`config.mk`:
```
export PLATFORM = sky130hd
export DESIGN_NAME = usp_top
export DESIGN_NICKNAME = d
export VERILOG_FILES = /design/src/logic/usp_pkg.sv /design/src/logic/usp_fifo_if.sv /design/src/logic/usp_fifo.sv /design/src/logic/usp_top.sv
export SDC_FILE = /design/constraint.sdc
export NUM_CORES = 1
export LEC_CHECK = 0
export ABC_AREA = 1
export CORE_ASPECT_RATIO = 1.5
export CORE_MARGIN = 8
export CORE_UTILIZATION = 40
export CTS_CLUSTER_SIZE = 8
export DETAILED_ROUTE_END_ITERATION = 12
export DONT_BUFFER_PORTS = 1
export GPL_TIMING_DRIVEN = 1
export PLACE_DENSITY_LB_ADDON = 0.3
export SETUP_SLACK_MARGIN = 0.1
export SYNTH_ARGS = -nofsm -noshare
export SYNTH_HDL_FRONTEND = slang
export SYNTH_SLANG_ARGS = --single-unit
export TNS_END_PERCENT = 30
```
`constraint.sdc`:
```
create_clock -name pclk -period 11.65 [get_ports pclk]
set_clock_uncertainty 0.15 [all_clocks]
set_input_delay 2.33 -clock pclk [delete_from_list [all_inputs] [get_ports pclk]]
set_output_delay 2.33 -clock pclk [all_outputs]
set_load 0.1 [all_outputs]
```
`src/logic/usp_pkg.sv`:
```
/*
  Constants, register map and state codes of the serial port block.
  Assumes an APB slave with byte addresses and 32-bit data.
*/
//------------------------------------------------------------
// Overview of operation
//------------------------------------------------------------
// Overview of operation
// - Sixteen-byte receive and transmit FIFOs
// - Line control sets length, parity, stop bits
// - Divisor latch access swaps buffer/enable to divisor
// - Divisor counts clock into sixteen-times baud ticks
// - Zero divisor stops all serial traffic
// - Divisor is zero after reset
// - FIFOs off after reset, enabled by control
// - No request/clear-to-send pins exposed
// - Fixed priority: error, data, timeout, transmit
// - Character timeout only in FIFO mode
// - Threshold mode: interrupt at or below level
// - Shared address: identity read, FIFO control write
// - Transmit trigger field binary 10 means quarter full
// - Enable bit selects programmable threshold mode only in FIFO mode
package usp_pkg;

  // Bus and data widths
  localparam int unsigned ADDR_W     = 8;
  localparam int unsigned FIFO_DEPTH = 16;
  localparam int unsigned CNT_W      = 5;

  // Register byte addresses
  localparam logic [7:0] ADDR_BUF   = 8'h00;
  localparam logic [7:0] ADDR_IEN   = 8'h04;
  localparam logic [7:0] ADDR_IIF   = 8'h08;
  localparam logic [7:0] ADDR_LCTL  = 8'h0C;
  localparam logic [7:0] ADDR_MCTL  = 8'h10;
  localparam logic [7:0] ADDR_LSTA  = 8'h14;
  localparam logic [7:0] ADDR_MSTA  = 8'h18;
  localparam logic [7:0] ADDR_SCR   = 8'h1C;
  localparam logic [7:0] ADDR_EVS   = 8'h20;
  localparam logic [7:0] ADDR_EVM   = 8'h24;
  localparam logic [7:0] ADDR_PSTA  = 8'h7C;

  // Interrupt identity codes, low nibble of the identity read
  localparam logic [3:0] IID_NONE = 4'h1;
  localparam logic [3:0] IID_LINE = 4'h6;
  localparam logic [3:0] IID_RXAV = 4'h4;
  localparam logic [3:0] IID_TOUT = 4'hC;
  localparam logic [3:0] IID_TX_HOLDING_EMPTY = 4'h2;

  // Enable register bits
  localparam int unsigned IEN_RX   = 0;
  localparam int unsigned IEN_TX   = 1;
  localparam int unsigned IEN_LINE = 2;
  localparam int unsigned IEN_PROG = 7;

  // Line control bits
  localparam int unsigned LC_STOP = 2;
  localparam int unsigned LC_PEN  = 3;
  localparam int unsigned LC_EPS  = 4;
  localparam int unsigned LC_BRK  = 6;
  localparam int unsigned LC_DIVISOR_LATCH_ACCESS = 7;

  // FIFO control bits
  localparam int unsigned FC_EN  = 0;
  localparam int unsigned FC_RXR = 1;
  localparam int unsigned FC_TXR = 2;

  // Oversampling: ticks per bit and the mid-bit tick
  localparam logic [3:0] TICK_LAST = 4'hF;
  localparam logic [3:0] TICK_MID  = 4'h7;

  // Character timeout: four frames of ten bits at 16 ticks
  localparam logic [9:0] TOUT_TICKS = 10'h280;

  // Serial engine states, one-hot
  typedef enum logic [4:0] {
    SER_IDLE  = 5'b00001,
    SER_START = 5'b00010,
    SER_DATA  = 5'b00100,
    SER_PAR   = 5'b01000,
    SER_STOP  = 5'b10000
  } usp_ser_state_t;

endpackage

```
`src/logic/usp_fifo_if.sv`:
```
/*
  Bundle between the serial port core and one FIFO store.
  Assumes both ends sit on the same clock.
*/
`timescale 1ns/1ps
interface usp_fifo_if;
  logic                     push;  // Write strobe
  logic [7:0]               wdata; // Write byte
  logic                     pop;   // Read strobe, only while valid
  logic [7:0]               rdata; // Head byte, registered
  logic                     valid; // Head byte present
  logic [usp_pkg::CNT_W-1:0] count; // Bytes held
  logic                     flush; // Empty the store

  modport fill  (output push, wdata, pop, flush,
                 input  rdata, valid, count);
  modport store (input  push, wdata, pop, flush,
                 output rdata, valid, count);
endinterface

```
`src/logic/usp_fifo.sv`:
```
/*
  Byte FIFO store with registered head output.
  Assumes pop only while valid and push only when not full.
*/
`timescale 1ns/1ps
module usp_fifo #(
  parameter int unsigned DEPTH = usp_pkg::FIFO_DEPTH
) (
  // Clock and reset
  input wire logic    pclk,
  input wire logic    presetn,
  // Core side
  usp_fifo_if.store   f
);
  import usp_pkg::*;

  localparam int unsigned PW = $clog2(DEPTH);

  logic [7:0]       mem [DEPTH]; // Storage
  logic [PW-1:0]    wr_ptr;      // Next write slot
  logic [PW-1:0]    rd_ptr;      // Head slot

  // Storage writes
  always_ff @(posedge pclk) begin
    if (f.push) begin
      mem[wr_ptr] <= f.wdata;
    end
  end

  // Pointers, count, registered head; valid drops for a cycle on pop
  always_ff @(posedge pclk or negedge presetn) begin
    if (!presetn) begin
      wr_ptr  <= '0;
      rd_ptr  <= '0;
      f.count <= '0;
      f.valid <= 1'b0;
      f.rdata <= 8'h00;
    end else if (f.flush) begin
      wr_ptr  <= '0;
      rd_ptr  <= '0;
      f.count <= '0;
      f.valid <= 1'b0;
    end else begin
      wr_ptr  <= f.push ? PW'(wr_ptr + 1'b1) : wr_ptr;
      rd_ptr  <= f.pop ? PW'(rd_ptr + 1'b1) : rd_ptr;
      f.count <= CNT_W'(f.count + CNT_W'(f.push) - CNT_W'(f.pop));
      f.valid <= (f.count != '0) && !f.pop;
      f.rdata <= mem[rd_ptr];
    end
  end
endmodule

```
`src/logic/usp_top.sv`:
```
/*
  Serial port core: APB registers, baud generator, transmitter,
  receiver, interrupt identification and event status.
  Assumes one clock pclk and an asynchronous serial peer on rxd.
*/
// Decided for this implementation: the register addresses and the APB slave port.
`timescale 1ns/1ps
module usp_top (
  // Clock and reset
  input  wire logic                        pclk,
  input  wire logic                        presetn,
  // APB slave
  input  wire logic                        psel,
  input  wire logic                        penable,
  input  wire logic                        pwrite,
  input  wire logic [usp_pkg::ADDR_W-1:0]  paddr,
  input  wire logic [31:0]                 pwdata,
  output      logic [31:0]                 prdata,
  output      logic                        pready,
  output      logic                        pslverr,
  // Serial line; no flow-control pins exist
  input  wire logic                        rxd,
  output      logic                        txd,
  // Interrupt
  output      logic                        irq
);
  import usp_pkg::*;

  //------------------------------------------------------------
  // Registers and FIFOs
  //------------------------------------------------------------
  logic [7:0]  div_lo;      // Divisor low byte
  logic [7:0]  div_hi;      // Divisor high byte
  logic [7:0]  ien;         // Interrupt enables
  logic [7:0]  lctl;        // Line control
  logic [4:0]  mctl;        // Modem control, storage only
  logic [7:0]  scratch_reg;         // Scratch
  logic        fen;         // FIFO mode
  logic [1:0]  rx_trig;     // Receive trigger select
  logic [1:0]  tx_trig;     // Transmit empty trigger select
  logic        err_ovr;     // Overrun, sticky
  logic        err_par;     // Parity error, sticky
  logic        err_frm;     // Framing error, sticky
  logic [3:0]  evs;         // Event status, write one to clear
  logic [3:0]  evm;         // Event mask

  usp_fifo_if rxf ();
  usp_fifo_if txf ();

  // Receive and transmit stores
  usp_fifo #(.DEPTH(FIFO_DEPTH)) u_rxf (
    .pclk    (pclk),
    .presetn (presetn),
    .f       (rxf.store)
  );
  usp_fifo #(.DEPTH(FIFO_DEPTH)) u_txf (
    .pclk    (pclk),
    .presetn (presetn),
    .f       (txf.store)
  );

  //------------------------------------------------------------
  // APB decode
  //------------------------------------------------------------
  wire        acc     = psel & penable;
  wire        first   = acc & ~pready;     // Data latched here
  wire        done    = acc & pready;      // Effects happen here
  wire        wr      = done & pwrite;
  wire        rd      = done & ~pwrite;
  wire        divisor_latch_access    = lctl[LC_DIVISOR_LATCH_ACCESS];
  wire        a_buf   = paddr == ADDR_BUF;
  wire        a_ien   = paddr == ADDR_IEN;
  wire        a_iif   = paddr == ADDR_IIF;
  wire        a_lctl  = paddr == ADDR_LCTL;
  wire        a_mctl  = paddr == ADDR_MCTL;
  wire        a_lsta  = paddr == ADDR_LSTA;
  wire        a_msta  = paddr == ADDR_MSTA;
  wire        a_scr   = paddr == ADDR_SCR;
  wire        a_evs   = paddr == ADDR_EVS;
  wire        a_evm   = paddr == ADDR_EVM;
  wire        a_psta  = paddr == ADDR_PSTA;
  wire        hit     = a_buf | a_ien | a_iif | a_lctl | a_mctl |
                        a_lsta | a_msta | a_scr | a_evs | a_evm |
                        a_psta;
  // Divisor access replaces buffer and enable while set
  wire        wr_dll  = wr & a_buf & divisor_latch_access;
  wire        wr_dlm  = wr & a_ien & divisor_latch_access;
  wire        wr_thr  = wr & a_buf & ~divisor_latch_access;
  wire        wr_ien  = wr & a_ien & ~divisor_latch_access;
  wire        wr_fcr  = wr & a_iif;
  wire        rd_lsr  = rd & a_lsta;

  //------------------------------------------------------------
  // FIFO fill levels and strobes
  //------------------------------------------------------------
  wire [4:0]  tx_cnt  = txf.count;
  wire [4:0]  rx_cnt  = rxf.count;
  // With FIFOs off each side holds one byte
  wire        tx_full = fen ? (tx_cnt == 5'(FIFO_DEPTH))
                            : (tx_cnt != 5'h00);
  wire        rx_full = fen ? (rx_cnt == 5'(FIFO_DEPTH))
                            : (rx_cnt != 5'h00);
  wire        fcr_fen = pwdata[FC_EN];
  wire        fen_chg = wr_fcr & (fcr_fen != fen);
  logic       rx_push;                      // Receiver push pulse
  logic [7:0] rx_word;                      // Received byte
  logic       tx_pop;                       // Transmitter pop

  assign rxf.push  = rx_push & ~rx_full;
  assign rxf.wdata = rx_word;
  assign rxf.pop   = rd & a_buf & ~divisor_latch_access & rxf.valid;
  assign rxf.flush = fen_chg | (wr_fcr & pwdata[FC_RXR]);
  assign txf.push  = wr_thr & ~tx_full;
  assign txf.wdata = pwdata[7:0];
  assign txf.pop   = tx_pop;
  assign txf.flush = fen_chg | (wr_fcr & pwdata[FC_TXR]);

  //------------------------------------------------------------
  // Baud generator: one tick per divisor clocks
  //------------------------------------------------------------
  wire [15:0] divisor = {div_hi, div_lo};
  wire        div_on  = divisor != 16'h0000;
  logic [15:0] bcnt;                              // Tick prescaler
  wire        btick   = div_on && (bcnt >= 16'(divisor - 16'h0001));

  // Prescaler held at zero while the divisor is zero
  always_ff @(posedge pclk or negedge presetn) begin
    if (!presetn) begin
      bcnt <= 16'h0000;
    end else begin
      bcnt <= (btick | ~div_on) ? 16'h0000 : 16'(bcnt + 16'h0001);
    end
  end

  //------------------------------------------------------------
  // Frame format
  //------------------------------------------------------------
  wire [2:0]  last_bit = {1'b1, lctl[1:0]};   // Data bits minus one
  wire [7:0]  len_mask = 8'hFF >> (3'h7 - last_bit);
  wire        stop_two = lctl[LC_STOP];
  wire        par_on   = lctl[LC_PEN];
  wire        par_even = lctl[LC_EPS];

  //------------------------------------------------------------
  // Transmitter
  //------------------------------------------------------------
  usp_ser_state_t tx_st;                   // Transmit state
  logic [3:0] tx_sub;                      // Tick within bit
  logic [2:0] tx_bit;                      // Bit index
  logic [7:0] tx_sh;                       // Shift register
  logic       tx_par;                      // Parity to send
  logic       tx_line;                     // Line before break
  wire        tx_end   = btick && (tx_sub == TICK_LAST);
  wire [7:0]  tx_bits  = txf.rdata & len_mask;
  assign tx_pop = (tx_st == SER_IDLE) & btick & txf.valid;

  // Bit sequencer, advanced only by baud ticks
  always_ff @(posedge pclk or negedge presetn) begin
    if (!presetn) begin
      tx_st   <= SER_IDLE;
      tx_sub  <= 4'h0;
      tx_bit  <= 3'h0;
      tx_sh   <= 8'h00;
      tx_par  <= 1'b0;
      tx_line <= 1'b1;
    end else begin
      if (btick) begin
        tx_sub <= 4'(tx_sub + 4'h1);
      end
      case (tx_st)
        SER_IDLE: begin
          if (tx_pop) begin                // Start bit
            tx_st   <= SER_START;
            tx_sub  <= 4'h0;
            tx_sh   <= tx_bits;
            tx_par  <= ^tx_bits ^ ~par_even;
            tx_line <= 1'b0;
          end
        end
        SER_START: begin
          if (tx_end) begin                // First data bit, LSB
            tx_st   <= SER_DATA;
            tx_bit  <= 3'h0;
            tx_line <= tx_sh[0];
            tx_sh   <= tx_sh >> 1;
          end
        end
        SER_DATA: begin
          if (tx_end && tx_bit == last_bit) begin
            tx_st   <= par_on ? SER_PAR : SER_STOP;
            tx_line <= par_on ? tx_par : 1'b1;
            tx_bit  <= 3'h0;
          end else if (tx_end) begin
            tx_bit  <= 3'(tx_bit + 3'h1);
            tx_line <= tx_sh[0];
            tx_sh   <= tx_sh >> 1;
          end
        end
        SER_PAR: begin
          if (tx_end) begin
            tx_st   <= SER_STOP;
            tx_line <= 1'b1;
          end
        end
        SER_STOP: begin
          if (tx_end && (tx_bit[0] | ~stop_two)) begin
            tx_st  <= SER_IDLE;
          end else if (tx_end) begin       // Second stop bit
            tx_bit <= 3'h1;
          end
        end
        default: tx_st <= SER_IDLE;
      endcase
    end
  end

  //------------------------------------------------------------
  // Receiver
  //------------------------------------------------------------
  logic       rx_m;                        // First sync stage
  logic       rx_s;                        // Synchronised line
  usp_ser_state_t rx_st;                   // Receive state
  logic [3:0] rx_sub;                      // Tick within bit
  logic [2:0] rx_bit;                      // Bit index
  logic [7:0] rx_sh;                       // Shift register
  logic       rx_pbit;                     // Received parity bit
  wire        rx_mid   = btick && (rx_sub == TICK_MID);
  wire        rx_end   = btick && (rx_sub == TICK_LAST);
  wire [7:0]  rx_data  = rx_sh >> (3'h7 - last_bit);
  wire        rx_pbad  = par_on & (rx_pbit != (^rx_data ^ ~par_even));

  // Two-stage synchroniser on the line
  always_ff @(posedge pclk or negedge presetn) begin
    if (!presetn) begin
      rx_m <= 1'b1;
      rx_s <= 1'b1;
    end else begin
      rx_m <= rxd;
      rx_s <= rx_m;
    end
  end

  // Low line at a baud tick in idle starts a frame, bits sampled mid-cell
  always_ff @(posedge pclk or negedge presetn) begin
    if (!presetn) begin
      rx_st   <= SER_IDLE;
      rx_sub  <= 4'h0;
      rx_bit  <= 3'h0;
      rx_sh   <= 8'h00;
      rx_pbit <= 1'b0;
      rx_push <= 1'b0;
      rx_word <= 8'h00;
    end else begin
      rx_push <= 1'b0;
      if (btick) begin
        rx_sub <= 4'(rx_sub + 4'h1);
      end
      case (rx_st)
        SER_IDLE: begin
          if (btick && !rx_s) begin
            rx_st  <= SER_START;
            rx_sub <= 4'h0;
          end
        end
        SER_START: begin
          if (rx_mid && rx_s) begin        // Glitch, not a start
            rx_st <= SER_IDLE;
          end else if (rx_mid) begin       // Realign to mid-bit
            rx_st  <= SER_DATA;
            rx_sub <= 4'h0;
            rx_bit <= 3'h0;
          end
        end
        SER_DATA: begin
          if (rx_end) begin
            rx_sh  <= {rx_s, rx_sh[7:1]};
            rx_bit <= 3'(rx_bit + 3'h1);
            if (rx_bit == last_bit) begin
              rx_st <= par_on ? SER_PAR : SER_STOP;
            end
          end
        end
        SER_PAR: begin
          if (rx_end) begin
            rx_pbit <= rx_s;
            rx_st   <= SER_STOP;
          end
        end
        SER_STOP: begin
          if (rx_end) begin
            rx_push <= 1'b1;
            rx_word <= rx_data;
            rx_st   <= SER_IDLE;
          end
        end
        default: rx_st <= SER_IDLE;
      endcase
    end
  end

  // Line errors captured with the stop bit
  wire rx_stop_end = (rx_st == SER_STOP) & rx_end;
  wire set_frm     = rx_stop_end & ~rx_s;
  wire set_par     = rx_stop_end & rx_pbad;
  wire set_ovr     = rx_push & rx_full;

  //------------------------------------------------------------
  // Character timeout, FIFO mode only
  //------------------------------------------------------------
  logic [9:0] tout_cnt;                    // Idle ticks with data
  wire        tout_hit = fen & rxf.valid & (tout_cnt == TOUT_TICKS);

  // Restarts on any push or pop, saturates at the limit
  always_ff @(posedge pclk or negedge presetn) begin
    if (!presetn) begin
      tout_cnt <= 10'h000;
    end else if (rxf.push | rxf.pop | ~fen | ~rxf.valid) begin
      tout_cnt <= 10'h000;
    end else if (btick && !tout_hit) begin
      tout_cnt <= 10'(tout_cnt + 10'h001);
    end
  end

  //------------------------------------------------------------
  // Interrupt sources and identification
  //------------------------------------------------------------
  wire [4:0] rx_lvl = (rx_trig == 2'b00) ? 5'h01 :
                      (rx_trig == 2'b01) ? 5'h04 :
                      (rx_trig == 2'b10) ? 5'h08 : 5'h0E;
  // Binary 10 selects a quarter of the FIFO
  wire [4:0] tx_lvl = (tx_trig == 2'b00) ? 5'h00 :
                      (tx_trig == 2'b01) ? 5'h02 :
                      (tx_trig == 2'b10) ? 5'h04 : 5'h08;
  wire       prog   = ien[IEN_PROG] & fen;
  wire       rx_rdy = fen ? (rx_cnt >= rx_lvl) : rxf.valid;
  wire       tx_holding_empty   = prog ? (tx_cnt <= tx_lvl)
                           : (tx_cnt == 5'h00);
  wire       src_ln = ien[IEN_LINE] & (err_ovr | err_par | err_frm);
  wire       src_rx = ien[IEN_RX] & rx_rdy;
  wire       src_to = ien[IEN_RX] & tout_hit;
  wire       src_tx = ien[IEN_TX] & tx_holding_empty;
  wire [3:0] iid    = src_ln ? IID_LINE :
                      src_rx ? IID_RXAV :
                      src_to ? IID_TOUT :
                      src_tx ? IID_TX_HOLDING_EMPTY : IID_NONE;
  wire [3:0] src    = {src_tx, src_to, src_rx, src_ln};

  //------------------------------------------------------------
  // Read data
  //------------------------------------------------------------
  wire tx_idle = (tx_st == SER_IDLE);
  wire [7:0] line_status_reg = {err_par | err_frm, tx_idle & (tx_cnt == 5'h00),
                    tx_cnt == 5'h00, 1'b0, err_frm, err_par, err_ovr,
                    rxf.valid};
  wire [7:0] psr = {3'h0, rx_full, rxf.valid, tx_cnt == 5'h00,
                    ~tx_full, ~tx_idle | ~rx_st[0]};
  // Identity in bits 3:0 on read
  wire [7:0] iir = {fen, fen, 2'b00, iid};
  wire [7:0] rd_mux =
    (a_buf & divisor_latch_access)  ? div_lo :
    a_buf           ? rxf.rdata :
    (a_ien & divisor_latch_access)  ? div_hi :
    a_ien           ? ien :
    a_iif           ? iir :
    a_lctl          ? lctl :
    a_mctl          ? {3'h0, mctl} :
    a_lsta          ? line_status_reg :
    a_scr           ? scratch_reg :
    a_evs           ? {4'h0, evs} :
    a_evm           ? {4'h0, evm} :
    a_psta          ? psr : 8'h00;

  //------------------------------------------------------------
  // APB answer: one wait state, registered outputs
  //------------------------------------------------------------
  always_ff @(posedge pclk or negedge presetn) begin
    if (!presetn) begin
      pready  <= 1'b0;
      pslverr <= 1'b0;
      prdata  <= 32'h0000_0000;
    end else begin
      pready  <= first;
      pslverr <= first & ~hit;
      if (first) begin
        prdata <= {24'h00_0000, rd_mux};
      end
    end
  end

  //------------------------------------------------------------
  // Control registers; divisor and FIFO mode reset to off
  //------------------------------------------------------------
  always_ff @(posedge pclk or negedge presetn) begin
    if (!presetn) begin
      div_lo  <= 8'h00;
      div_hi  <= 8'h00;
      ien     <= 8'h00;
      lctl    <= 8'h03;
      mctl    <= 5'h00;
      scratch_reg     <= 8'h00;
      fen     <= 1'b0;
      rx_trig <= 2'b00;
      tx_trig <= 2'b00;
      evm     <= 4'h0;
    end else begin
      if (wr_dll) div_lo <= pwdata[7:0];
      if (wr_dlm) div_hi <= pwdata[7:0];
      if (wr_ien) ien <= pwdata[7:0] & 8'h87;
      if (wr & a_lctl) lctl <= pwdata[7:0];
      if (wr & a_mctl) mctl <= pwdata[4:0];
      if (wr & a_scr) scratch_reg <= pwdata[7:0];
      if (wr & a_evm) evm <= pwdata[3:0];
      if (wr_fcr) begin
        fen     <= fcr_fen;
        tx_trig <= pwdata[5:4];
        rx_trig <= pwdata[7:6];
      end
    end
  end

  //------------------------------------------------------------
  // Sticky flags: a new event beats a same-cycle clear
  //------------------------------------------------------------
  always_ff @(posedge pclk or negedge presetn) begin
    if (!presetn) begin
      err_ovr <= 1'b0;
      err_par <= 1'b0;
      err_frm <= 1'b0;
      evs     <= 4'h0;
      irq     <= 1'b0;
      txd     <= 1'b1;
    end else begin
      err_ovr <= set_ovr | (err_ovr & ~rd_lsr);
      err_par <= set_par | (err_par & ~rd_lsr);
      err_frm <= set_frm | (err_frm & ~rd_lsr);
      evs     <= src | (evs & ~((wr & a_evs) ? pwdata[3:0] : 4'h0));
      irq     <= |(evs & evm);
      txd     <= tx_line & ~lctl[LC_BRK];
    end
  end
endmodule

```
* Word level (Yosys, flattened, before mapping)
Memory sizes are Yosys's and may differ from the RTL's. A register that Yosys moved wholly into a read port is not among the register bits.
Index checks and enable logic that the tools add are counted.
** Storage, ports and cells
- Flip-flop bits (word level) :: 177
- Bits in writable memories :: 256
- Memories :: 2
- Bits of input ports :: 46
** Cells by class
- Shifts and indexed selects :: 2
- Order comparisons :: 3
- Eq/ne operators :: 51
- Multiplexer cells :: 91
- Bitwise logic cells :: 95
- Reductions and logical operators :: 48
- Add/sub/neg operators :: 16
** Memory list
- u_rxf.mem :: words 16, bits a word 8, read ports 1, clocked after memory_dff 1, wr ports 1, RTL line usp_fifo.sv:19 : logic [7:0] mem [DEPTH];
- u_txf.mem :: words 16, bits a word 8, read ports 1, clocked after memory_dff 1, wr ports 1, RTL line usp_fifo.sv:19
** Operators by type and width (number)
- 4-bit two-way mux :: 24
- 8-bit two-way mux :: 12
- 5-bit two-way mux :: 18
- 5-bit case mux with 5 select lines :: 2
- 1-bit AND :: 48
- 8-bit by 5-bit equality test with 1-bit output, second input constant :: 4
- 2-bit != test, second input constant :: 14
- 3-bit two-way mux :: 9
- 4-bit by 1-bit adder with 4-bit output, second input constant :: 6
- 1-bit OR :: 24
- 8-bit case mux with 3 select lines :: 1
- 5-bit equality test, second input constant :: 4
- 10-bit two-way mux :: 2
- 1-bit two-way mux :: 17
- 16-bit by 1-bit adder with 16-bit output, second input constant :: 1
- 8-bit by 4-bit equality test with 1-bit output, second input constant :: 2
- 8-bit by 6-bit equality test with 1-bit output, second input constant :: 2
- 16-bit greater-or-equal comparator :: 1
- 16-bit two-way mux :: 1
- 1-bit inverter :: 16
- 16-bit nonzero test :: 1
- 8-bit parity :: 2
- 16-bit by 1-bit subtractor with 16-bit output, second input constant :: 1
- 2-bit nonzero test :: 6
- 48 further kinds :: 88

* Depth between registers and ports, before layout
Gate-level depths: netlist of run 1.
- Depth after elaboration :: 16
- Mapped depth :: 34

* Modules after synthesis
Synthesis of run 1 repeated with hierarchy kept, for this count alone.
** Unflattened totals
- Cells, all modules :: 2294
- Area, all modules :: 21827.2 sq um
** Modules (own cells, without submodules)
- usp_fifo :: cells an instance 562, times used 2, area an instance 6342.3 sq um, sequential area each 4394.2 sq um
- usp_top :: cells an instance 1170, times used 1, area an instance 9142.5 sq um, sequential area each 3738.6 sq um

* Least setup slack after synthesis of run 1
OpenSTA, ideal clock, no wires.
- Path kind :: input to register
- From :: input paddr[0] (netlist name)
- To :: register u_txf.f.count[4]
- Path slack :: 6798 ps
- Setup time :: 114 ps
- Arrival :: 4588 ps
- Cell stages on the path :: 17
- Required time :: 11386 ps
- Path through :: inv_1 -> nand2_1 -> nor3_1 -> nand2_2 -> inv_2 -> buf_4 -> nand4_1 -> inv_2 -> ha_1 -> inv_1 -> fa_1 -> or2_2 -> a21oi_1 -> nor2_1 -> xor2_1 -> nand2_1 -> inv_1
** On the way
- Cells in the longest elaborated chain, start to end :: 7
** RTL lines
- start: declaration :: RTL line usp_top.sv:16 : input wire logic [usp_pkg::ADDR_W-1:0] paddr,
- 8-bit zero test :: RTL line usp_top.sv:71 : wire a_buf = paddr == ADDR_BUF;
- 1-bit AND (2 in series) :: RTL line usp_top.sv:88 : wire wr_thr = wr & a_buf & ~divisor_latch_access;
- 1-bit AND :: RTL line usp_top.sv:113 : assign txf.push = wr_thr & ~tx_full;
- 5-bit by 1-bit adder with 5-bit output :: RTL line usp_fifo.sv:46 : f.count <= CNT_W'(f.count + CNT_W'(f.push) - CNT_W'(f.pop));
- 5-bit by 1-bit subtractor with 5-bit output :: RTL line usp_fifo.sv:46
- 5-bit two-way mux * :: RTL line usp_fifo.sv:38 : end else if (f.flush) begin
- end signal: assignment :: RTL line usp_fifo.sv:46
- end: declaration :: RTL line usp_fifo_if.sv:18 : output rdata, valid, count);
Mark *: on every way between the ends. The rest lies on a longest branch, timed or not.
A chain may end at the register's enable or synchronous reset.

* Final worst setup path of run 1
- From :: register div_lo[2]
- To :: register u_txf.f.count[4]
** On the way
- Cells in the longest elaborated chain, start to end :: 7
** RTL lines
- start: declaration :: RTL line usp_top.sv:32 : logic [7:0] div_lo;
- start signal: assignment :: RTL line usp_top.sv:406 : if (wr_dll) div_lo <= pwdata[7:0];
- 16-bit by 1-bit subtractor with 16-bit output :: RTL line usp_top.sv:124 : wire btick = div_on && (bcnt >= 16'(divisor - 16'h0001));
- 16-bit greater-or-equal comparator :: RTL line usp_top.sv:124
- 1-bit logical AND * :: RTL line usp_top.sv:124
- 1-bit AND * (2 in series) :: RTL line usp_top.sv:155 : assign tx_pop = (tx_st == SER_IDLE) & btick & txf.valid;
- 5-bit by 1-bit subtractor with 5-bit output * :: RTL line usp_fifo.sv:46
- 5-bit two-way mux * :: RTL line usp_fifo.sv:38
Marks and branches as above.

==> run summary, run 1 <==
WL final: 52.36 mm
Latest clock arrival within the worst-skew pair: 600 ps
WHS Endpoint: rx_s
Worst Min Path Start: rx_m
First-pass GRT wire length: 83.48 mm
Cts hold-fix bufs: 0
Antenna diode count: 0
Synthesized area per cell: 10.12 um2
Largest net degree at the start of global routing: 194
Multi-input gate area: 7621 um2
FP Rows: 103
Number of global-route vias before repair: 15360
Worst slew pin tran: 1036 ps
Avg Vias per Cell: 5.316
DRT iter0 DRCs: 1042
Clock root cell: clkbuf_16
Total routing usage reported by global routing: 17.19%
IO Count: 82
Register bit total from synthesis: 449
Biggest regs: u_rxf.mem x128, u_txf.mem x128, bcnt x16
Unrepaired setup endpoints after global routing: false
Port Buf Inserts: 0
Tmin final: 5468 ps
ANT nets after route: 0
Critical Path Fanout Max: 11
Pleak: 9.192 nW
Max cap viols: 0
Final setup violation count: 0
Drt first pass iters: 5
Final Cycle Share: 46.93%
Core Area: 52580 um2
Count leader, synth: nand2_1
Final Hold Viols: 0
Post-Syn Area: 21280 um2
Clock sinks: 449
Layout cells sized above 1: 7.279%
Worst hold stages: 0
Crit path largest cell delay: 440 ps
Status: completed
DRC viols: 0
Max-Slew Margin vs Limit: 30.54%
RR Endpoint: u_txf.f.count[4]
Number of synthesized flops with an enable pin: 256
CTS H-tree depth: 3
Setup crit start kind: flop
Worst-case hold slack: 202.9 ps
FFs w/ async S/R, synth: 42.98%
Die H: 298.5 um
Most common cell on crit path: nand2_1
Placed insts: 2723
Nets: 2209
Initial antenna violation count: 0
Routed wire per std cell: 18.44 um
Endpoint type of the worst setup path: flop
CTS tree: yes
HPWL after DPL: 36.00 mm
Max stage delay cell, worst path: dfrtp_1
DIE WIDTH: 204.3 um
Seq/Total Area, Yosys: 58.86%
RD Place Congestion: 0.9290
Top cells by count, synth: 375 x nand2_1, 265 x nor2_1, 256 x edfxtp_1
Top cells by area, synth: edfxtp_1 36%, dfrtp_1 22%, nand2_1 6.6%
Fill cell count: 4921
R2R cell count: 32
Yosys top cell by area: edfxtp_1
Final core occ: 45.25%
RR Startpoint: div_lo[2]
Syn Inst Count: 2103
R2R setup slack: 6180 ps
Total number of vias: 15090
Seq. cell area: 12530 um2
Commonest register cell after synthesis: edfxtp_1
CP required: 11980 ps
Post-route setup TNS: 0 ps
Unique masters post-synth: 62
Critical path data arrival time: 5800 ps
Total power: 3.663 mW
CTS Buf Count: 66
Initial Utilization: 40.48%
DIE AREA: 61000 um2
Highest Clock Rate: 0.1829 GHz
Share of the synthesized area in the top cell type: 36.12%
YS warnings: 0
Clock Tree Buf Depth: 3
Fin. max-slew vios: 0
Hold Crit Class: flop to flop
Post_cts resized: 0
Total grt overflow: 0
Peak VDD IR: 0.0001213 V
Pwr Density: 154.0 nW/um2
Clk pin slew, worst setup/hold paths: 50 ps
Post-Layout Cell Count: 2839
Post-CTS setup buffer count: 0
Area growth from synthesis to layout: 11.80%
Setup Crit Path Kind: flop to flop
==> cell type report <==
class	instances	share of cell area [%]
multi-input combinational	1385	32.03
timing repair buffer	6	0.1893
clock inverter	8	0.7625
sequential	449	52.66
clock buffer	108	7.604
tap	682	3.586
inverter	201	3.171
==> how the worst max path moves through the flow <==
stage | start | slack [ps] | end | cells past startpoint
after floorplan | paddr[0] | 6800 | u_txf.f.count[4] | 17
after global placement | paddr[0] | 6160 | u_txf.f.count[4] | 16
after detailed placement | paddr[1] | 6080 | u_txf.f.count[4] | 16
after CTS | div_lo[2] | 6120 | u_txf.f.count[4] | 32
after global routing | div_lo[2] | 5670 | u_txf.f.count[4] | 32
final | div_lo[2] | 6180 | u_txf.f.count[4] | 32
==> where the power goes <==
part / internal [mW] / switching (mW) / total, mW
Clock: 1.08 / 0.725 / 1.80
Combinational: 0.0323 / 0.0875 / 0.120
Sequential: 1.69 / 0.0493 / 1.74
Total: 2.80 / 0.862 / 3.66
==> metal layers <==
| layer | up-vias | routed length (um) | GRT usage [%] |
|---|---|---|---|
| met5 | - | 0 | 0 |
| met4 | 0 | 2142 | 8.109 |
| met3 | 112 | 2749 | 3.423 |
| met2 | 366 | 27370 | 30.97 |
| met1 | 7373 | 20100 | 19.08 |
| li1 | 7240 | - | - |
==> through the flow <==
step,setup WS [ps],cell area (um2)
5_1_grt,5673,23790
3_5_place_dp,6085,21800
2_1_floorplan,6798,21370
6_report,6182,23790
4_1_cts,6123,23790
3_3_place_gp,6160,21800
==> worst max-delay path: cells and delay by family, from the launching register on <==
kind	cells	cell delay [ps]
flops	1	440
fa+ha+maj	3	810
buf+inv	6	510
compound gates	1	140
simple gates	20	3020
xor+xnor	2	290
==> layout by cell type (no fill, tap or decap), types with 4 or more instances in the layout <==
cell type,count
a21oi_1,42
a31oi_1,21
buf_4,6
clkbuf_1,42
clkbuf_16,66
clkinv_1,4
clkinv_16,4
conb_1,24
dfrtp_1,183
dfstp_2,8
edfxtp_1,256
ha_1,52
inv_1,181
inv_2,16
mux2i_1,41
nand2_1,375
nand2_2,5
nand3_1,81
nand3_2,4
nand4_1,31
nor2_1,265
nor2_2,12
nor3_1,21
nor3_2,8
nor3b_1,7
nor4_1,7
nor4_2,6
o211ai_1,25
o21a_1,11
o21ai_0,188
o21ai_1,10
o221ai_1,41
o32ai_1,23
xnor2_1,11
xor2_1,32
==> kinds of logic after synthesis <==
kind of cell / Yosys count / share of synthesized area [%]
fa+ha+maj: 54 / 3.245
compound gates: 381 / 11.01
xor+xnor: 43 / 1.770
mux: 41 / 1.928
other cells: 1 / 0.01762
buf+inv: 292 / 5.761
flops: 449 / 58.86
simple gates: 842 / 17.41
No activity file was read; power rests on OpenSTA's default activity.
==> run 2, diff against run 1 <==
==> constraint.sdc (replaced) <==
create_clock -name pclk -period 5.28 [get_ports pclk]
set_clock_uncertainty 0.15 [all_clocks]
set_input_delay 1.056 -clock pclk [delete_from_list [all_inputs] [get_ports pclk]]
set_output_delay 1.056 -clock pclk [all_outputs]
set_load 0.1 [all_outputs]
==> run 2 against run 1 <==
  * Fmax increased by 15%
  * Via count increased by 0.12%
  * Combinational power increased by 130%
  * Sequential share of layout area decreased by 0.31 points
  * Wire length increased by 0.58%
  * Clock power increased by 120%
  * Non-clock buffer count increased by 12
  * Cell count increased by 0.42%
  * Critical path type unchanged
  * Largest cell class unchanged
  * Highest routed layer unchanged
==> run summary, run 2 (synthesized netlist as in run 1, its figures left out) <==
Hold Crit Class: primary input to asynchronous set/reset pin
Unrepaired setup endpoints after global routing: false
Tmin final: 4738 ps (-730.0 ps)
Crit path largest cell delay: 400 ps (-40 ps)
R2R setup slack: 540 ps (-5640 ps)
Status: completed
Final Cycle Share: 89.73% (+43 points)
Multi-input gate area: 7670 um2 (+0.64%)
Core Area: 52580 um2 (unchanged)
WL final: 52.66 mm (+0.58%)
Commonest non-fill, non-tap cell in the layout: nand2_1
Peak VDD IR: 0.0002879 V (+140%)
Post-DP Area: 21850 um2 (+0.21%)
ANT nets after route: 0 (unchanged)
Critical Path Fanout Max: 4 (-7)
Antenna diode count: 0 (unchanged)
CTS tree: yes
Post-route cell area: 23940 um2 (+0.60%)
Max stage delay cell, worst path: dfrtp_2
Clock root cell: clkbuf_16
Highest Clock Rate: 0.2111 GHz (+15%)
Drt first pass iters: 5 (unchanged)
Commonest cells after routing, fill and taps aside: 373 x nand2_1, 264 x nor2_1, 256 x edfxtp_1, 188 x o21ai_0, 182 x dfrtp_1
HPWL after DPL: 35.98 mm (about the same)
Layout cells sized above 1: 8.114% (+0.84 points)
Nets: 2221 (+0.54%)
Latest clock arrival within the worst-skew pair: 600 ps (about the same)
Worst slew pin tran: 1037 ps (+0.4764 ps)
Routed wire per std cell: 18.47 um (+0.16%)
First-pass GRT wire length: 83.51 mm (about the same)
Avg Vias per Cell: 5.300 (-0.30%)
Fin. max-slew vios: 0 (unchanged)
DRC viols: 0 (unchanged)
DIE WIDTH: 204.3 um (unchanged)
Total number of vias: 15110 (+0.12%)
Max-Slew Margin vs Limit: 30.93% (+0.39 points)
Area growth from synthesis to layout: 12.47%
RR Startpoint: div_lo[2]
CTS Buf Count: 66 (unchanged)
Pleak: 9.268 nW (+0.83%)
Biggest regs: u_rxf.mem x128, u_txf.mem x128, bcnt x16
Initial Utilization: 40.48% (unchanged)
Largest net degree at the start of global routing: 187 (-3.6%)
Die H: 298.5 um (unchanged)
Final setup violation count: 0 (unchanged)
Max cap viols: 0 (unchanged)
Setup Crit Path Kind: flop to flop
Total routing usage reported by global routing: 17.27% (+0.083 points)
Clock Tree Buf Depth: 3 (unchanged)
Post-route setup TNS: 0 ps (unchanged)
Number of global-route vias before repair: 15200 (-1.0%)
Clk pin slew, worst setup/hold paths: 50 ps (about the same)
RR Endpoint: u_txf.f.count[4]
DRT iter0 DRCs: 1029 (-1.2%)
Pwr Density: 338.8 nW/um2 (+120%)
Critical path data arrival time: 5070 ps (-730 ps)
Total grt overflow: 0 (unchanged)
Seq. cell area: 12530 um2 (about the same)
Clock sinks: 449 (unchanged)
Fill cell count: 4900 (-0.43%)
RD Place Congestion: 0.9138 (-1.6%)
Initial antenna violation count: 0 (unchanged)
FP Rows: 103 (unchanged)
Port Buf Inserts: 0 (unchanged)
CTS H-tree depth: 3 (unchanged)
CP required: 5620 ps (-6360 ps)
IO Count: 82 (unchanged)
DIE AREA: 61000 um2 (unchanged)
R2R cell count: 32 (unchanged)
Final Hold Viols: 0 (unchanged)
Endpoint type of the worst setup path: flop
Setup crit start kind: flop
[run 2: cell types whose count changed in the layout (fill, tap and decap cells not counted), sizes merged]
cell and delta:
clkbuf +2, dlygate4sd3 +2, clkinv -3, buf +10, inv +1
[run 2: worst max-delay path by stage]
| stage | startpoint | endpoint | slack (ps) |
|---|---|---|---|
| after detailed placement | div_lo[2] | u_txf.f.count[4] | 380 |
| final | div_lo[2] | u_txf.f.count[4] | 540 |
| after CTS | div_lo[2] | u_txf.f.count[4] | 360 |
| after global placement | div_lo[2] | u_txf.f.count[4] | 370 |
| after floorplan | div_lo[2] | u_txf.f.count[4] | 660 |
| after global routing | div_lo[2] | u_txf.f.count[4] | 110 |
[run 2: critical path, delay by kind of cell, from the launching register on]
family          cells  cell delay, ps
flops               1             400
fa+ha+maj           3             820
xor+xnor            2             290
buf+inv             6             340
simple gates       20            2490
compound gates      1             130
[run 2: report_power, final]
| part | switching, mW | internal, mW | total [mW] |
|---|---|---|---|
| clock network | 1.56 | 2.43 | 3.99 |
| logic | 0.203 | 0.0725 | 0.276 |
| registers | 0.111 | 3.74 | 3.85 |
| total | 1.87 | 6.24 | 8.11 |
[run 2: final cells by class]
class / instances / share of cell area (%)
Clock buffer: 110 / 7.809
Clock inverter: 6 / 0.4966
Inverter: 201 / 3.152
Multi-Input combinational cell: 1385 / 32.04
Sequential cell: 449 / 52.35
Tap cell: 682 / 3.565
Timing Repair Buffer: 18 / 0.5854
[run 2: metal layers]
| layer | routed length, um | GRT usage [%] | part of all wire [%] |
|---|---|---|---|
| met5 | 0 | 0 | 0 |
| met4 | 1925 | 7.628 | 3.7 |
| met3 | 2862 | 3.336 | 5.4 |
| met2 | 27430 | 30.91 | 52 |
| met1 | 20450 | 19.64 | 39 |
[run 2: through the flow]
step                      instances  worst slack [ps]  utilization, %  hold WS [ps]  power, mW
after floorplan                2126             655.1               -         195.2      4.137
after global placement         2729             373.6           41.55         197.3      4.175
after detailed placement       2729             375.1           41.55         199.5      4.178
after CTS                      2847             356.4           45.37        0.4304      8.206
after global routing           2851             106.2           45.52         7.868      8.376
final                          2851             542.1           45.52         42.35      8.110
[run 2: timing repair]
action	4_1_cts	5_1_grt
gates resized for setup	0	12
buffers inserted	0	4
endpoints found under the setup margin	0	1
endpoints found under the hold margin	8	0
hold buffers	2	0
==> run 3, diff against run 2 <==
--- a/config.mk
+++ b/config.mk
@@ -7,7 +7,6 @@
 export LEC_CHECK = 0
 export ABC_AREA = 1
 export CORE_ASPECT_RATIO = 1.5
-export CORE_MARGIN = 8
 export CORE_UTILIZATION = 40
 export CTS_CLUSTER_SIZE = 8
 export DETAILED_ROUTE_END_ITERATION = 12
@@ -17,5 +16,6 @@
 export SETUP_SLACK_MARGIN = 0.1
 export SYNTH_ARGS = -nofsm -noshare
 export SYNTH_HDL_FRONTEND = slang
+export SYNTH_HIERARCHICAL = 1
 export SYNTH_SLANG_ARGS = --single-unit
 export TNS_END_PERCENT = 30
==> run 3 against run 2 <==
  * The run now ends with design-rule violations left
  * Sequential power barely moved
  * Sequential cell count did not move
  * Sequential share of layout area decreased by 0.26 points
  * Hold slack worse by 2.5 ps
  * Non-clock buffer count decreased by 6
  * Global-route usage increased by 1.9 points
  * Cell area is 0.48% higher
  * Area after synthesis up 2.6%
==> run summary, run 3 <==
Status: finished with violations
Failing checks: design-rule violations
ANT nets after route: 0 (unchanged)
Setup Slack @ Placement: 442.3 ps (+67.24 ps)
Syn Inst Count: 2294 (+9.1%)
HPWL after DPL: 34.82 mm (-3.2%)
Tmin final: 4757 ps (+18.71 ps)
Yosys top cell by area: edfxtp_1
Post-route cell area: 24050 um2 (+0.48%)
Multi-input gate area: 7938 um2 (+3.5%)
Top cells by area, synth: edfxtp_1 35%, dfrtp_1 21%, nand2_1 13%
Commonest register cell after synthesis: edfxtp_1
Pleak: 9.872 nW (+6.5%)
Peak VDD IR: 0.0002992 V (+3.9%)
Number of synthesized flops with an enable pin: 256 (unchanged)
Fin. max-slew vios: 0 (unchanged)
CTS Buf Count: 66 (unchanged)
Worst slew pin tran: 1169 ps (+132.5 ps)
Register bit total from synthesis: 449 (unchanged)
Post-route setup TNS: 0 ps (unchanged)
Clock share of power: 48.6% (-0.6 points)
YS warnings: 6 (+6)
R2R cell count: 28 (-13%)
Total grt overflow: 0 (unchanged)
Latest clock arrival within the worst-skew pair: 590 ps (about the same)
CP required: 5630 ps (about the same)
First-pass GRT wire length: 82.70 mm (-0.97%)
Top cells by count, synth: 732 x nand2_1, 256 x edfxtp_1, 254 x nand3_1
DIE AREA: 55520 um2 (-9.0%)
Placed insts: 2916 (+6.9%)
Flop pwr share: 48.6% (+1.2 points)
Number of global-route vias before repair: 15550 (+2.3%)
CTS H-tree depth: 3 (unchanged)
CTS tree: yes
Clock sinks: 449 (unchanged)
Unique masters post-synth: 65 (+4.8%)
RR Startpoint: div_lo[0]
Final setup violation count: 0 (unchanged)
Initial antenna violation count: 0 (unchanged)
Total routing usage reported by global routing: 19.22% (+1.9 points)
Max-Slew Margin vs Limit: 22.05% (-8.9 points)
Synthesized area per cell: 9.515 um2 (-6.0%)
Final Hold Viols: 0 (unchanged)
Total number of vias: 15580 (+3.1%)
Avg Vias per Cell: 5.139 (-3.0%)
Critical Path Fanout Max: 10 (+6)
Layout cells sized above 1: 7.768% (-0.35 points)
Crit path largest cell delay: 430 ps (+30 ps)
Setup crit start kind: flop
DRC viols: 6 (+6)
Comb pwr share: 2.8% (-0.6 points)
Final core occ: 44.75% (-0.77 points)
Clock Tree Buf Depth: 3 (unchanged)
RR Endpoint: u_txf/f.count[4]
Nets: 2400 (+8.1%)
Biggest regs: u_rxf/mem x128, u_txf/mem x128, bcnt x16
Worst setup margin: 523.4 ps (-18.71 ps)
Largest net degree at the start of global routing: 140 (-25%)
Fill cell count: 5066 (+3.4%)
Drt first pass iters: 9 (+4)
Most common cell on crit path: inv_1
Post-Layout Cell Count: 3032 (+6.3%)
WL final: 52.14 mm (-0.99%)
Post-Syn Area: 21830 um2 (+2.6%)
Clk pin slew, worst setup/hold paths: 50 ps (about the same)
Pwr Density: 328.3 nW/um2 (-3.1%)
Port Buf Inserts: 0 (unchanged)
Highest Clock Rate: 0.2102 GHz (-0.39%)
R2R setup slack: 520 ps (-20 ps)
Seq. cell area: 12530 um2 (about the same)
Commonest non-fill, non-tap cell in the layout: nand2_1
DRT iter0 DRCs: 1068 (+3.8%)
Final Cycle Share: 90.09% (+0.35 points)
Net switching power: 1.785 mW (-4.7%)
RD Place Congestion: 0.9035 (-1.1%)
Seq/Total Area, Yosys: 57.39% (-1.5 points)
Cell Int Power: 6.112 mW (-2.0%)
Core Area: 53740 um2 (+2.2%)
Die H: 288.1 um (-3.5%)
Hold Crit Class: primary input to asynchronous set/reset pin
Max stage delay cell, worst path: dfrtp_1
Commonest cells after routing, fill and taps aside: 732 x nand2_1, 256 x edfxtp_1, 254 x nand3_1, 183 x dfrtp_1, 165 x inv_1
Critical path data arrival time: 5110 ps (+40 ps)
Worst-case hold slack: 39.90 ps (-2.456 ps)
Clock root cell: clkbuf_16
Routed wire per std cell: 17.20 um (-6.9%)
Antenna diode count: 0 (unchanged)
Initial Utilization: 40.62% (+0.14 points)
Setup Crit Path Kind: flop to flop
Max cap viols: 0 (unchanged)
Post-DP Area: 22110 um2 (+1.2%)
DIE WIDTH: 192.7 um (-5.7%)
FFs w/ async S/R, synth: 42.98% (unchanged)
Area growth from synthesis to layout: 10.19%
Share of the synthesized area in the top cell type: 35.22% (-0.90 points)
FP Rows: 104 (+0.97%)
Total power: 7.897 mW (-2.6%)
Endpoint type of the worst setup path: flop
Count leader, synth: nand2_1
Sw frac: 22.60% (-0.50 points)
IO Count: 82 (unchanged)
-- run 3: layout make-up --
type	count	area share, %
repair buffers	12	0.4890
clock inverters	7	0.3329
well taps	689	3.584
clock buffers	105	7.475
inverters	192	3.022
multi-input cells	1578	33.00
flip-flops and latches	449	52.09
-- run 3: worst max-delay path by stage --
stage / from / to
floorplan: div_lo[0] / u_txf/f.count[4]
global placement: div_lo[0] / u_txf/f.count[4]
detailed placement: div_lo[0] / u_txf/f.count[4]
CTS: div_lo[0] / u_txf/f.count[4]
global route: div_lo[0] / u_txf/f.count[4]
finish: div_lo[0] / u_txf/f.count[4]
-- run 3: cells by family (layout without fill, tap and decap cells) --
| logic type | Yosys count | in the layout | synth area share, % |
|---|---|---|---|
| xor gates and xnor gates | 44 | 44 | 1.766 |
| and+or+nand+nor | 1219 | 1219 | 24.77 |
| buffers and inverters | 290 | 316 | 6.684 |
| muxes | 1 | 1 | 0.04586 |
| AOI/OAI and AO/OA | 235 | 235 | 6.105 |
| other | 1 | 24 | 0.01718 |
| DFF | 449 | 449 | 57.39 |
| adders and majority gates | 55 | 55 | 3.222 |
-- run 3: repair_timing --
action	in CTS	in global routing
hold buffers	3	0
endpoints found under the hold margin	26	0
gates resized for setup	0	3
endpoints found under the setup margin	0	1
setup buffers	0	1
-- run 3: per-layer routing --
| metal | global-route usage [%] | vias to the layer above | wire [um] |
|---|---|---|---|
| met5 | 0 | - | 0 |
| met4 | 9.370 | 0 | 1986 |
| met3 | 2.609 | 105 | 2036 |
| met2 | 34.74 | 368 | 27470 |
| met1 | 21.97 | 7449 | 20650 |
| li1 | - | 7659 | - |
-- run 3: critical path, delay by kind of cell (launching register included) --
| kind | cells | cell delay [ps] |
|---|---|---|
| AO/OA/AOI/OAI | 5 | 650 |
| adder cells (fa/ha/maj) | 5 | 1240 |
| buffers and inverters | 6 | 460 |
| AND/OR/NAND/NOR | 11 | 1600 |
| flip-flops | 1 | 430 |
| XOR/XNOR | 1 | 140 |
-- run 3: power by group through the flow --
| stage | Sequential, mW | Clock, mW | Combinational (mW) |
|---|---|---|---|
| 5_1_grt | 3.84 | 4.06 | 0.241 |
| 4_1_cts | 3.84 | 3.93 | 0.219 |
| 6_report | 3.84 | 3.84 | 0.219 |
| 3_5_place_dp | 3.90 | 0 | 0.204 |
| 3_3_place_gp | 3.90 | 0 | 0.199 |
| 2_1_floorplan | 3.89 | 0 | 0.188 |
